==> config.mk <==
export PLATFORM = sky130hd
export DESIGN_NAME = fbw_ctrl
export DESIGN_NICKNAME = d
export VERILOG_FILES = /design/src/fbw_pkg.sv /design/src/fbw_buf.sv /design/src/fbw_ctrl.sv
export VERILOG_INCLUDE_DIRS = /design/src
export SDC_FILE = /design/constraint.sdc
export NUM_CORES = 1
export LEC_CHECK = 0
export BUFFER_PORTS_ARGS = -buffer_cell sky130_fd_sc_hd__buf_2
export CORE_UTILIZATION = 40
export CTS_BUF_LIST = sky130_fd_sc_hd__clkbuf_16
export DETAILED_ROUTE_END_ITERATION = 6
export PLACE_DENSITY = 0.57
export SLEW_MARGIN = 10
export SYNTH_ARGS = -nofsm -noshare
export SYNTH_HDL_FRONTEND = slang
export SYNTH_SLANG_ARGS = --single-unit
==> constraint.sdc <==
create_clock -name aclk -period 3 [get_ports aclk]
set_input_delay 0.75 -clock aclk [delete_from_list [all_inputs] [get_ports aclk]]
set_output_delay 0.75 -clock aclk [all_outputs]
set_load 0.02 [all_outputs]
==> src/fbw_defines.svh <==
// constant names for the flash block write controller
`ifndef FBW_DEFINES_SVH
`define FBW_DEFINES_SVH
// register indexes, byte address is four times the index
`define FBW_IDX_FLAGS2 12'h00d
`define FBW_IDX_ENABLES2 12'h08d
`define FBW_IDX_DATA_LO 12'h10c
`define FBW_IDX_ADDR_LO 12'h10d
`define FBW_IDX_DATA_HI 12'h10e
`define FBW_IDX_ADDR_HI 12'h10f
`define FBW_IDX_CTRL1 12'h18c
`define FBW_IDX_UNLOCK 12'h18d
`define FBW_IDX_INTCTRL 12'h1f0
// bit positions
`define FBW_BIT_PGD 7
`define FBW_BIT_WRITE_ERROR_FLAG 3
`define FBW_BIT_WRITE_ENABLE_BIT 2
`define FBW_BIT_WR 1
`define FBW_BIT_FLAG 4
`define FBW_BIT_IE 4
`define FBW_BIT_PERIPHERAL_GLOBAL_INT_ENABLE 6
// unlock values and word positions
`define FBW_UNLOCK_A 8'h55
`define FBW_UNLOCK_B 8'haa
`define FBW_WORD_FIRST 2'b00
`define FBW_WORD_LAST 2'b11
// bus answers
`define FBW_RESP_OKAY 2'b00
`define FBW_RESP_SLVERR 2'b10
// timing figures
`define FBW_CLK_NS 8
`define FBW_WRITE_NS 4000000
`define FBW_PWRT_NS 72000000
`define FBW_SETUP_CYC 2
`endif

==> src/fbw_pkg.sv <==
// types shared by the flash block write controller
package fbw_pkg;
  // controller sequencing states
  typedef enum logic [2:0] {
    FBW_IDLE,
    FBW_SETUP,
    FBW_ERASE,
    FBW_PROG,
    FBW_DONE
  } fbw_state_e;
  // command toward the flash array
  typedef struct packed {
    logic erase;
    logic prog;
    logic [12:0] addr;
    logic [13:0] data;
  } fbw_flash_cmd_s;
endpackage

==> src/fbw_buf.sv <==
// four word write buffer with registered read port
`timescale 1ns/1ns
module fbw_buf #(
  parameter int W = 14,
  parameter int D = 4
) (
  input wire logic aclk,
  input wire logic we,
  input wire logic [$clog2(D)-1:0] waddr,
  input wire logic [W-1:0] wdata,
  input wire logic [$clog2(D)-1:0] raddr,
  output logic [W-1:0] rdata
);
  logic [W-1:0] mem [D]; // word storage, no reset needed
  // write port
  always_ff @(posedge aclk) begin
    if (we) begin
      mem[waddr] <= wdata;
    end
  end
  // registered read port
  always_ff @(posedge aclk) begin
    rdata <= mem[raddr];
  end
endmodule // fbw_buf

==> src/fbw_ctrl.sv <==
// flash block write controller with axi4-lite registers
// How it works
// - write-protected segments refuse the write
// - blocks are four words, base low bits 00
// - each block is erased then programmed
// - select bit, 55h, AAh, then start bit
// - last word triggers erase and program
// - two setup cycles follow the start bit
// - first three words only fill buffer
// - processor stalls about 4 ms during write
// - execution resumes after the stall ends
// - out of sequence targets are ignored
// - write enable clears at power-up
// - power-up timer blocks writes for 72 ms
// - start needs enable and completed unlock
// - data code protect blocks external access
// - program protect blocks external program writes
// - unlock port holds no storage
// - enable bit 4 gates completion interrupt
// - global peripheral enable gates all
`timescale 1ns/1ns
`include "fbw_defines.svh"
module fbw_ctrl import fbw_pkg::*; #(
  parameter int WRITE_CYCLES = `FBW_WRITE_NS / `FBW_CLK_NS,
  parameter int PWRT_CYCLES = `FBW_PWRT_NS / `FBW_CLK_NS,
  parameter logic [12:0] PROT_LOW_END = 13'h0100,
  parameter logic [12:0] PROT_HALF = 13'h1000
) (
  input wire logic aclk,
  input wire logic aresetn,
  input wire logic [13:0] s_axi_awaddr,
  input wire logic s_axi_awvalid,
  output logic s_axi_awready,
  input wire logic [31:0] s_axi_wdata,
  input wire logic [3:0] s_axi_wstrb,
  input wire logic s_axi_wvalid,
  output logic s_axi_wready,
  output logic [1:0] s_axi_bresp,
  output logic s_axi_bvalid,
  input wire logic s_axi_bready,
  input wire logic [13:0] s_axi_araddr,
  input wire logic s_axi_arvalid,
  output logic s_axi_arready,
  output logic [31:0] s_axi_rdata,
  output logic [1:0] s_axi_rresp,
  output logic s_axi_rvalid,
  input wire logic s_axi_rready,
  input wire logic [1:0] flash_protect_config_bits,
  input wire logic [1:0] region_inhibit_config_bits,
  input wire logic code_protect_data,
  input wire logic code_protect_prog,
  input wire logic soft_reset,
  output fbw_flash_cmd_s flash_cmd,
  output logic cpu_stall,
  output logic peripheral_irq,
  output logic pwrt_running,
  output logic ext_data_access_enable,
  output logic ext_prog_write_enable
);
  // true when a program address may be written under given bits
  function automatic logic prot_ok(input logic [12:0] a,
                                   input logic [1:0] bits);
    case (bits)
      2'b11: prot_ok = 1'b1;
      2'b10: prot_ok = (a >= PROT_LOW_END);
      2'b01: prot_ok = (a >= PROT_HALF);
      default: prot_ok = 1'b0;
    endcase
  endfunction

  // register state
  logic [7:0] data_lo; // nvm_data_low
  logic [7:0] addr_lo; // nvm_address_low
  logic [5:0] data_hi; // nvm_data_high
  logic [4:0] addr_hi; // nvm_address_high
  logic program_memory_select;
  logic write_error_flag;
  logic write_enable_bit;
  logic wr_bit; // write-start bit
  logic write_complete_flag;
  logic write_complete_int_enable;
  logic peripheral_global_int_enable;
  // bus side holding registers
  logic aw_got, w_got;
  logic [11:0] aw_idx;
  logic [7:0] w_byte;
  logic w_lane0;
  // sequencing
  fbw_state_e state;
  logic [1:0] unlock_stage; // 0 none, 1 saw 55h, 2 unlocked
  logic [1:0] exp_idx; // next expected word in block
  logic [10:0] blk_base; // block of the words taken so far
  logic pend_legal, pend_last;
  logic [$clog2(WRITE_CYCLES+1)-1:0] busy_cnt;
  logic [1:0] setup_cnt;
  logic [2:0] prog_idx;
  logic [$clog2(PWRT_CYCLES+1)-1:0] pwrt_cnt;
  logic [13:0] buf_rdata;

  // combinational decode of a completed bus write
  logic wr_fire;
  logic [12:0] full_addr;
  logic [1:0] word_idx;
  logic start_req, start_ok, word_legal;
  assign wr_fire = aw_got && w_got && !s_axi_bvalid;
  assign full_addr = {addr_hi, addr_lo};
  assign word_idx = addr_lo[1:0];
  assign start_req = wr_fire && w_lane0 && aw_idx == `FBW_IDX_CTRL1
                     && w_byte[`FBW_BIT_WR] && !wr_bit;
  // start needs enable, unlock, select bit, idle, timer done
  assign start_ok = start_req && write_enable_bit
                    && unlock_stage == 2'd2
                    && w_byte[`FBW_BIT_PGD] && state == FBW_IDLE
                    && !pwrt_running;
  // word must follow in order inside one unprotected block
  assign word_legal = word_idx == exp_idx
                      && (word_idx == `FBW_WORD_FIRST
                          || full_addr[12:2] == blk_base)
                      && prot_ok(full_addr,
                                 flash_protect_config_bits)
                      && prot_ok(full_addr,
                                 region_inhibit_config_bits);

  // write buffer, loaded on each legal word
  fbw_buf #(.W(14), .D(4)) u_buf (
    .aclk(aclk),
    .we(start_ok && word_legal),
    .waddr(word_idx),
    .wdata({data_hi, data_lo}),
    .raddr(prog_idx[1:0]),
    .rdata(buf_rdata)
  );

  // axi write address and data capture, either order
  always_ff @(posedge aclk) begin
    if (!aresetn) begin
      aw_got <= 1'b0;
      w_got <= 1'b0;
      aw_idx <= 12'h000;
      w_byte <= 8'h00;
      w_lane0 <= 1'b0;
      s_axi_awready <= 1'b0;
      s_axi_wready <= 1'b0;
    end else begin
      // ready pulses for one cycle when a beat is taken
      s_axi_awready <= !aw_got && s_axi_awvalid && !s_axi_awready;
      s_axi_wready <= !w_got && s_axi_wvalid && !s_axi_wready;
      if (s_axi_awvalid && s_axi_awready) begin
        aw_got <= 1'b1;
        aw_idx <= s_axi_awaddr[13:2];
      end else if (wr_fire) begin
        aw_got <= 1'b0;
      end
      if (s_axi_wvalid && s_axi_wready) begin
        w_got <= 1'b1;
        w_byte <= s_axi_wdata[7:0];
        w_lane0 <= s_axi_wstrb[0];
      end else if (wr_fire) begin
        w_got <= 1'b0;
      end
    end
  end

  // write response, slverr on unmapped index
  always_ff @(posedge aclk) begin
    if (!aresetn) begin
      s_axi_bvalid <= 1'b0;
      s_axi_bresp <= `FBW_RESP_OKAY;
    end else if (wr_fire) begin
      s_axi_bvalid <= 1'b1;
      s_axi_bresp <= mapped(aw_idx) ? `FBW_RESP_OKAY : `FBW_RESP_SLVERR;
    end else if (s_axi_bready) begin
      s_axi_bvalid <= 1'b0;
    end
  end

  // true for indexes that hold a register
  function automatic logic mapped(input logic [11:0] i);
    case (i)
      `FBW_IDX_FLAGS2, `FBW_IDX_ENABLES2, `FBW_IDX_DATA_LO,
      `FBW_IDX_ADDR_LO, `FBW_IDX_DATA_HI, `FBW_IDX_ADDR_HI,
      `FBW_IDX_CTRL1, `FBW_IDX_UNLOCK, `FBW_IDX_INTCTRL: mapped = 1'b1;
      default: mapped = 1'b0;
    endcase
  endfunction

  // read channel, answer one cycle after address is taken
  always_ff @(posedge aclk) begin
    if (!aresetn) begin
      s_axi_arready <= 1'b0;
      s_axi_rvalid <= 1'b0;
      s_axi_rdata <= 32'h0000_0000;
      s_axi_rresp <= `FBW_RESP_OKAY;
    end else begin
      s_axi_arready <= s_axi_arvalid && !s_axi_arready && !s_axi_rvalid;
      if (s_axi_arvalid && s_axi_arready) begin
        s_axi_rvalid <= 1'b1;
        s_axi_rresp <= mapped(s_axi_araddr[13:2]) ? `FBW_RESP_OKAY
                                                   : `FBW_RESP_SLVERR;
        case (s_axi_araddr[13:2])
          `FBW_IDX_FLAGS2:
            s_axi_rdata <= {27'h0, write_complete_flag, 4'h0};
          `FBW_IDX_ENABLES2:
            s_axi_rdata <= {27'h0, write_complete_int_enable, 4'h0};
          `FBW_IDX_DATA_LO: s_axi_rdata <= {24'h0, data_lo};
          `FBW_IDX_ADDR_LO: s_axi_rdata <= {24'h0, addr_lo};
          `FBW_IDX_DATA_HI: s_axi_rdata <= {26'h0, data_hi};
          `FBW_IDX_ADDR_HI: s_axi_rdata <= {27'h0, addr_hi};
          `FBW_IDX_CTRL1:
            s_axi_rdata <= {24'h0, program_memory_select, 3'h0,
                            write_error_flag, write_enable_bit, wr_bit, 1'b0};
          `FBW_IDX_INTCTRL:
            s_axi_rdata <= {25'h0, peripheral_global_int_enable, 6'h0};
          default: s_axi_rdata <= 32'h0000_0000; // unlock port reads zero
        endcase
      end else if (s_axi_rready) begin
        s_axi_rvalid <= 1'b0;
      end
    end
  end

  // address and data registers
  always_ff @(posedge aclk) begin
    if (!aresetn) begin
      data_lo <= 8'h00;
      addr_lo <= 8'h00;
      data_hi <= 6'h00;
      addr_hi <= 5'h00;
    end else if (wr_fire && w_lane0) begin
      case (aw_idx)
        `FBW_IDX_DATA_LO: data_lo <= w_byte;
        `FBW_IDX_ADDR_LO: addr_lo <= w_byte;
        `FBW_IDX_DATA_HI: data_hi <= w_byte[5:0];
        `FBW_IDX_ADDR_HI: addr_hi <= w_byte[4:0];
        default: ;
      endcase
    end
  end

  // unlock tracker, the port itself stores nothing
  always_ff @(posedge aclk) begin
    if (!aresetn || soft_reset) begin
      unlock_stage <= 2'd0;
    end else if (wr_fire && w_lane0) begin
      if (aw_idx == `FBW_IDX_UNLOCK) begin
        if (w_byte == `FBW_UNLOCK_A) begin
          unlock_stage <= 2'd1;
        end else if (w_byte == `FBW_UNLOCK_B && unlock_stage == 2'd1) begin
          unlock_stage <= 2'd2;
        end else begin
          unlock_stage <= 2'd0;
        end
      end else if (aw_idx == `FBW_IDX_CTRL1) begin
        unlock_stage <= 2'd0; // each start consumes the unlock
      end
    end
  end

  // control register 1 bits
  always_ff @(posedge aclk) begin
    if (!aresetn) begin
      program_memory_select <= 1'b0;
      write_enable_bit <= 1'b0;
      write_error_flag <= 1'b0;
      wr_bit <= 1'b0;
    end else if (soft_reset) begin
      write_enable_bit <= 1'b0;
      wr_bit <= 1'b0;
      // a soft reset that cuts a write short marks the error
      if (state != FBW_IDLE) begin
        write_error_flag <= 1'b1;
      end
    end else begin
      if (wr_fire && w_lane0 && aw_idx == `FBW_IDX_CTRL1) begin
        program_memory_select <= w_byte[`FBW_BIT_PGD];
        write_enable_bit <= w_byte[`FBW_BIT_WRITE_ENABLE_BIT];
        write_error_flag <= w_byte[`FBW_BIT_WRITE_ERROR_FLAG];
      end
      // start bit is set by software, cleared only by hardware
      if (start_ok) begin
        wr_bit <= 1'b1;
      end else if (state == FBW_DONE) begin
        wr_bit <= 1'b0;
      end
    end
  end

  // block sequence tracking
  always_ff @(posedge aclk) begin
    if (!aresetn || soft_reset) begin
      exp_idx <= `FBW_WORD_FIRST;
      blk_base <= 11'h000;
      pend_legal <= 1'b0;
      pend_last <= 1'b0;
    end else if (start_ok) begin
      pend_legal <= word_legal;
      pend_last <= word_legal && word_idx == `FBW_WORD_LAST;
      if (word_legal) begin
        exp_idx <= word_idx + 2'd1; // wraps to first after last
        blk_base <= full_addr[12:2];
      end else begin
        exp_idx <= `FBW_WORD_FIRST;
      end
    end
  end

  // main sequencer: setup, erase, program, done
  always_ff @(posedge aclk) begin
    if (!aresetn || soft_reset) begin
      state <= FBW_IDLE;
      setup_cnt <= 2'd0;
      busy_cnt <= '0;
      prog_idx <= 3'd0;
    end else begin
      case (state)
        FBW_IDLE: begin
          if (start_ok) begin
            state <= FBW_SETUP;
            setup_cnt <= 2'd0;
          end
        end
        FBW_SETUP: begin
          setup_cnt <= setup_cnt + 2'd1;
          if (setup_cnt == 2'(`FBW_SETUP_CYC - 1)) begin
            // only a legal last word goes on to erase
            state <= pend_last ? FBW_ERASE : FBW_DONE;
            busy_cnt <= '0;
          end
        end
        FBW_ERASE: begin
          busy_cnt <= busy_cnt + 1'b1;
          if (busy_cnt == $bits(busy_cnt)'(WRITE_CYCLES - 1)) begin
            state <= FBW_PROG;
            prog_idx <= 3'd0;
          end
        end
        FBW_PROG: begin
          prog_idx <= prog_idx + 3'd1;
          if (prog_idx == 3'd4) begin
            state <= FBW_DONE;
          end
        end
        FBW_DONE: state <= FBW_IDLE;
        default: state <= FBW_IDLE;
      endcase
    end
  end

  // flash array commands, erase a one cycle pulse, prog high one cycle per word
  always_ff @(posedge aclk) begin
    if (!aresetn) begin
      flash_cmd <= '0;
    end else begin
      flash_cmd.erase <= state == FBW_SETUP && pend_last
                         && setup_cnt == 2'(`FBW_SETUP_CYC - 1);
      // buffer data arrive one cycle after the read index
      flash_cmd.prog <= state == FBW_PROG && prog_idx != 3'd0;
      flash_cmd.addr <= {blk_base, 2'(prog_idx - 3'd1)};
      flash_cmd.data <= buf_rdata;
    end
  end

  // processor stall, held through erase and program only
  always_ff @(posedge aclk) begin
    if (!aresetn || soft_reset) begin
      cpu_stall <= 1'b0;
    end else begin
      // release after the last word lets execution resume
      cpu_stall <= (state == FBW_SETUP && pend_last
                    && setup_cnt == 2'(`FBW_SETUP_CYC - 1))
                   || state == FBW_ERASE
                   || state == FBW_PROG;
    end
  end

  // completion flag: hardware set wins over software clear
  always_ff @(posedge aclk) begin
    if (!aresetn) begin
      write_complete_flag <= 1'b0;
    end else if (state == FBW_DONE && pend_last) begin
      write_complete_flag <= 1'b1;
    end else if (wr_fire && w_lane0 && aw_idx == `FBW_IDX_FLAGS2) begin
      write_complete_flag <= w_byte[`FBW_BIT_FLAG];
    end
  end

  // interrupt enables
  always_ff @(posedge aclk) begin
    if (!aresetn) begin
      write_complete_int_enable <= 1'b0;
      peripheral_global_int_enable <= 1'b0;
    end else if (wr_fire && w_lane0) begin
      if (aw_idx == `FBW_IDX_ENABLES2) begin
        write_complete_int_enable <= w_byte[`FBW_BIT_IE];
      end
      if (aw_idx == `FBW_IDX_INTCTRL) begin
        peripheral_global_int_enable <= w_byte[`FBW_BIT_PERIPHERAL_GLOBAL_INT_ENABLE];
      end
    end
  end

  // interrupt request toward the processor
  always_ff @(posedge aclk) begin
    if (!aresetn) begin
      peripheral_irq <= 1'b0;
    end else begin
      peripheral_irq <= write_complete_flag
                        && write_complete_int_enable
                        && peripheral_global_int_enable;
    end
  end

  // power-up timer, runs once after reset
  always_ff @(posedge aclk) begin
    if (!aresetn) begin
      pwrt_cnt <= '0;
      pwrt_running <= 1'b1;
    end else if (pwrt_running) begin
      pwrt_cnt <= pwrt_cnt + 1'b1;
      if (pwrt_cnt == $bits(pwrt_cnt)'(PWRT_CYCLES - 1)) begin
        pwrt_running <= 1'b0;
      end
    end
  end

  // external access gates under code protection
  always_ff @(posedge aclk) begin
    if (!aresetn) begin
      ext_data_access_enable <= 1'b0;
      ext_prog_write_enable <= 1'b0;
    end else begin
      ext_data_access_enable <= !code_protect_data;
      ext_prog_write_enable <= !code_protect_data
                               && !code_protect_prog;
    end
  end
endmodule // fbw_ctrl

Word-level counts from Yosys, hierarchy flattened

Memory sizes are Yosys's and may differ from the RTL's. A register that Yosys moved wholly into a read port is not among the register bits.
Index checks and enable logic that the tools add are counted.

Bits in registers: 199
Input port bits: 78
Memories kept: 1
Logic and storage cells: 225
Bits in writable memories: 56
Memory bits (read-only): 0
Output and inout port bits: 75
Latch bits: 0

Mux-type cells: 46
Divide/modulo/power cells: 0
Reductions and logical operators: 82
$mul: 0
Bitwise operators: 2
Shifts and indexed selects: 0
Eq/ne operators: 44
$lt $le $gt $ge: 2
Add/subtract/negate cells: 6

Memories:

| name      | words | bits a word | read ports | clocked after memory_dff | write ports | RTL line      | RTL |
|---|---|---|---|---|---|---|---|
| u_buf.mem | 4     | 14          | 1          | 1                        | 1           | fbw_buf.sv:14 | `logic [W-1:0] mem [D];` |

Operators with widths:

| operator                                                            | count |
|---|---|
| == test 12 x 9 -> 1 bit (second input constant)                     | 14 |
| one-hot mux 8 bit (8 select lines)                                  | 1 |
| one-hot mux 19 bit (2 select lines)                                 | 1 |
| logical AND 1 bit                                                   | 34 |
| AND reduction 2 bit                                                 | 13 |
| adder 24 x 1 -> 24 bit (second input constant)                      | 1 |
| == test 12 x 4 -> 1 bit (second input constant)                     | 2 |
| == test 12 x 8 -> 1 bit (second input constant)                     | 2 |
| == test 24 bit (second input constant)                              | 1 |
| two-way mux 1 bit                                                   | 24 |
| nonzero test 2 bit                                                  | 11 |
| adder 19 x 1 -> 19 bit (second input constant)                      | 1 |
| == test 19 bit (second input constant)                              | 1 |
| two-way mux 19 bit                                                  | 1 |
| two-way mux 3 bit                                                   | 6 |
| OR reduction 9 bit                                                  | 2 |
| two-way mux 2 bit                                                   | 8 |
| greater-or-equal comparator 13 bit (second input constant)          | 1 |
| greater-or-equal comparator 13 x 9 -> 1 bit (second input constant) | 1 |
| == test 2 bit (second input constant)                               | 6 |
| logical NOT 1 bit                                                   | 12 |
| one-hot mux 3 bit (4 select lines)                                  | 1 |
| == test 11 bit                                                      | 1 |
| == test 2 x 1 -> 1 bit (second input constant)                      | 4 |
| 21 further kinds                                                    | 33 |

Logic depth before layout (Yosys ltp)

Depth after elaboration: 14
Gate-level depth with buffers: 8
Depth with buffers taken out: 6

Hierarchy

A second synthesis with hierarchy kept.

Cells, all modules: 984
Area total of the unflattened synthesis: 10228.6 um^2

By module, submodules not included:

| module   | cells an instance | instances | area each (um^2) | seq. area each (um^2) |
|---|---|---|---|---|
| fbw_ctrl | 893               | 1         | 7868.8           | 3463.3 |
| fbw_buf  | 91                | 1         | 2359.8           | 1961.9 |

Worst setup path before layout

Ideal clock, no wire load.

Path type: reg2reg
Start point: register pwrt_running
End point: memory u_buf.mem[3][0] (enable)
Path slack: 0.441 ns
Library setup time: 0.366 ns
Stages on the path, launching flop included: 6
Path buffers: 1
Data required time: 2.634 ns
Arrival: 2.193 ns
Clock period less this slack: 2.559 ns
Path through: dfxtp_1 -> buf_2 -> or4_4 -> or4_4 -> nor3_1 -> and2_1

Cells in the longest elaborated chain, start to end: 5

RTL lines:

| element                                 | RTL line        | RTL |
|---|---|---|
| start, declared                         | fbw_ctrl.sv:56  | `output logic pwrt_running,` |
| start signal, assigned                  | fbw_ctrl.sv:417 | `pwrt_running <= 1'b1;` |
| start signal, assigned                  | fbw_ctrl.sv:421 | `pwrt_running <= 1'b0;` |
| logical NOT 1 bit                       | fbw_ctrl.sv:114 | `&& !pwrt_running;` |
| logical AND 1 bit                       | fbw_ctrl.sv:111 | `assign start_ok = start_req && write_enable_bit` |
| logical AND 1 bit                       | fbw_ctrl.sv:127 | `.we(start_ok && word_legal),` |
| two-way mux 1 bit                       | fbw_buf.sv:17   | `if (we) begin` |
| two-way mux 1 bit (not written as such) | fbw_buf.sv:18   | `mem[waddr] <= wdata;` |
| end, declared                           | fbw_buf.sv:14   |  |

Every way passes these cells.

Final worst setup path

Start point: register aw_idx[4]
End point: memory u_buf.mem[2][7] (enable)

Cells in the longest elaborated chain, start to end: 12

RTL lines:

| element                                 | RTL line        | RTL |
|---|---|---|
| start, declared                         | fbw_ctrl.sv:85  | `logic [11:0] aw_idx;` |
| start signal, assigned                  | fbw_ctrl.sv:150 | `aw_idx <= s_axi_awaddr[13:2];` |
| == test 12 x 9 -> 1 bit                 | --              |  |
| logical AND 1 bit (no line)             | --              |  |
| logical AND 1 bit (2 in a row)          | fbw_ctrl.sv:108 | `` assign start_req = wr_fire && w_lane0 && aw_idx == `FBW_IDX_CTRL1 `` |
| logical AND 1 bit                       | fbw_ctrl.sv:111 |  |
| logical AND 1 bit                       | fbw_ctrl.sv:112 | `&& unlock_stage == 2'd2` |
| logical AND 1 bit (3 in a row)          | fbw_ctrl.sv:111 |  |
| logical AND 1 bit                       | fbw_ctrl.sv:127 |  |
| two-way mux 1 bit                       | fbw_buf.sv:17   |  |
| two-way mux 1 bit (not written as such) | fbw_buf.sv:18   |  |

Every way passes these cells.

==> impl_metrics.sql <==
INSERT INTO impl_metrics (metric_group, metric, value, unit) VALUES
('setup_path', 'timing_worst_setup_path_type', 'flop to flop', ''),
('setup_path', 'path_cells', 'nor4b_4 > nand3_4 > or4_4 > nor3_1 > and2_1 > buf_4', ''),
('setup_path', 'cp.arrival', '2.81', 'ns'),
('layout', 'final_nets', '1135', ''),
('synthesis', 'yosysWarningCount', '0', ''),
('setup_path', 'worst-r2r-cell-count', '6', ''),
('routing', 'drcViolationCount', '0', ''),
('sta', 'fin_worst_skew', '0.0105', 'ns'),
('synthesis', 'ys_seq_area_share', '53.7', '%'),
('floorplan', 'core_rows', '57', ''),
('synthesis', 'number_of_flops_mapped_to_enable_cells_by_yosys', '56', ''),
('synthesis', 'netlist-cell-type-count', '67', ''),
('flow_run', 'timing.max_cap.violations', '0', ''),
('synthesis', 'postSynthRegisterBits', '243', ''),
('layout', 'antenna_cells_inserted', '0', ''),
('routing', 'wl_final', '21800', 'microns'),
('global_routing', 'grt_pass1_wl', '35300', 'microns'),
('setup_path', 'timing.critical_path.max_delay_family', 'simple AND/OR/NAND/NOR gates', ''),
('setup_path', 'reg2reg_from', 'aw_idx[4]', ''),
('setup_path', 'type_of_destination_of_the_critical_path', 'flop', ''),
('pwr', 'peakVddDrop', '0.000294', 'V'),
('pwr', 'design_power_total', '0.00675', 'W'),
('floorplan', 'fp.dieH', '161', 'microns'),
('floorplan', 'fp.dieW', '161', 'microns'),
('routing', 'via_count', '6965', ''),
('floorplan', 'fp.dieArea', '25900', 'sq um'),
('synthesis', 'synthFlopType', 'dfxtp_1', ''),
('global_routing', 'grt.total_usage', '17.0', '%'),
('floorplan', 'starting_density_of_the_core', '41.2', '%'),
('placement', 'globalplace.congestion', '0.760', ''),
('global_routing', 'grt_antenna_before_repair', '1', ''),
('setup_path', 'cp-endpoint', 'u_buf.mem[2][7]', ''),
('setup_path', 'crit_start', 'aw_idx[4]', ''),
('sta', 'grt_setup_unrepaired', 'false', ''),
('pwr', 'p_leak', '4.53', 'nW'),
('cts', 'clk_root_buffer_cell', 'clkbuf_16', ''),
('layout', 'fin_cells', '1392', ''),
('placement', 'place.detailed.hpwl', '14800', 'microns'),
('synthesis', 'postSynth.asyncResetShare', '0', '%'),
('global_routing', 'grt_start_max_net_pins', '117', ''),
('cts', 'cts.path.max_buffers', '3', ''),
('routing', 'drt_first_pass_iters', '5', ''),
('pwr', 'powerDensity', '575', 'nW/um^2'),
('routing', 'vias_per_cell', '5.00', ''),
('sta', 'period_minus_slack', '2.61', 'ns'),
('sta', 'post-route-period-util', '87.1', '%'),
('outcome', 'outcome', 'finished, final reports clean', ''),
('global_routing', 'grt_overflow_total', '0', ''),
('synthesis', 'synth_area_per_cell', '10.6', 'sq um'),
('sta', 'timing.slew.headroom', '61.0', '%'),
('setup_path', 'timing.critical_path.from_type', 'flop', ''),
('setup_path', 'worstSetupPathDepth', '6', ''),
('setup_path', 'critPathBufInv', '1', ''),
('placement', 'numPlacedInstances', '1344', ''),
('layout', 'fin_util', '47.8', '%'),
('setup_path', 'timing.critical_path.slowest_cell_delay', '0.59', 'ns'),
('setup_path', 'regToRegEndpoint', 'u_buf.mem[2][7]', ''),
('cts', 'clkSlewWorstSetupHoldPaths', '0.06', 'ns'),
('cts', 'cts_buffers', '26', ''),
('sta', 'max_slew_vio_count', '0', ''),
('layout', 'drive_above_1_share', '18.2', '%'),
('sta', 'aggregate_negative_setup_slack', '0', 'ns'),
('routing', 'detail_route.wl_per_cell', '15.7', 'microns'),
('cts', 'cts_setup_buffers', '0', ''),
('sta', 'clock.fmax', '383', 'MHz'),
('setup_path', 'crit_path_max_fanout', '14', ''),
('routing', 'drtIter0Drc', '323', ''),
('layout', 'syn_to_final_growth', '16.1', '%'),
('sta', 'final_number_of_hold_violating_endpoints', '0', ''),
('cts', 'tritoncts', 'yes', ''),
('cts', 'cts_hold_repair.buffers', '0', '');
-- power breakdown --
group / total [W] / switching (W) / internal (W) / leakage, nW
clock network: 0.00316 / 0.00128 / 0.00188 / 0.446
logic: 0.000211 / 0.000134 / 0.0000770 / 2.04
registers: 0.00338 / 0.0000231 / 0.00336 / 2.04
-- placed cells by master, fill, tap and decap left out, types with 17 or more instances in the layout --
cell type / netlist / routed
xor2_1: 27 / 27
clkbuf_16: 0 / 27
nand2_1: 120 / 120
o21ai_0: 19 / 19
buf_4: 26 / 23
nor3_1: 20 / 20
nand3_1: 23 / 23
a21oi_1: 27 / 27
mux4_2: 17 / 17
nor2_1: 28 / 28
dfxtp_1: 187 / 187
buf_2: 3 / 95
mux2i_1: 50 / 50
conb_1: 1 / 26
nor2b_1: 40 / 39
edfxtp_1: 56 / 56
a21boi_0: 28 / 28
and2_1: 55 / 55
inv_1: 15 / 21
-- cell usage after synthesis (8+ instances only) --
library cell,n,area share [%]
nand4_1,11,0.68
buf_4,26,1.9
a21boi_0,28,2.1
inv_1,15,0.56
nor3_1,20,0.99
edfxtp_1,56,17
a21oi_1,27,1.3
and2_1,55,3.4
nor2_1,28,1.0
nand3_1,23,1.1
dfxtp_1,187,37
xor2_1,27,2.3
or3_1,14,0.87
nand2b_1,11,0.68
and3_1,12,0.74
nand2_1,120,4.5
a31oi_1,8,0.50
nor2b_1,40,2.5
o21ai_0,19,0.94
nor4_1,12,0.74
mux4_2,17,3.8
clkbuf_1,41,1.5
ha_1,9,1.1
mux2i_1,50,5.0
-- sequential cells by signal (all words and copies together), names as in the netlist, 5 cells and up --
name         cells
u_buf.rdata     14
data_lo          8
flash_cmd       29
u_buf.mem       56
w_byte           8
blk_base        11
busy_cnt        19
addr_hi          5
pwrt_cnt        24
addr_lo          8
data_hi          6
aw_idx          12
s_axi_rdata      8
-- how the worst min path moves through the flow --
stage	from	end	cells past startpoint
floorplan	u_buf.rdata[0]	flash_cmd[0]	1
global placement	u_buf.rdata[9]	flash_cmd[9]	1
detailed placement	u_buf.rdata[0]	flash_cmd[0]	1
CTS	code_protect_prog	ext_prog_write_enable	2
global route	code_protect_prog	ext_prog_write_enable	2
finish	code_protect_prog	ext_prog_write_enable	2
-- metal layers --
metal	up-vias	global-route usage [%]	routed length, microns	share of wire (%)
li1	3502	-	-	-
met1	3297	23.1	10300	47
met5	-	0	13	0.060
met2	134	28.5	10200	47
met3	30	2.23	933	4.3
met4	2	4.33	345	1.6
-- stage by stage --
stage	setup WS, ns	area (sq um)
detailed placement	0.384	10900
global placement	0.385	10900
finish	0.388	11700
global route	0.265	11700
floorplan	0.441	10200
CTS	0.368	11700
-- worst register-to-register path, delay by kind of cell, from the launching register on --
family | cells | cell delay (ns)
flops | 1 | 0.34
simple gates | 5 | 1.69
buf+inv | 1 | 0.25
-- logic make-up after synthesis --
kind of cell | Yosys count | synth area share (%)
buf+inv | 89 | 4.46
other cells | 1 | 0.0371
fa+ha+maj | 9 | 1.11
flops | 243 | 53.7
compound gates | 119 | 7.71
simple gates | 387 | 21.2
mux | 69 | 8.96
xor+xnor | 33 | 2.86
-- layout make-up --
cell class / instances / area (sq um)
clock inverters: 21 / 176
fillers: 2307 / 12800
clock buffers: 27 / 676
flip-flops and latches: 243 / 5430
multi-input cells: 643 / 4330
inverters: 15 / 56.3
repair buffers: 119 / 668
well taps: 324 / 405
Note: power is estimated with default switching activity, not from simulation.
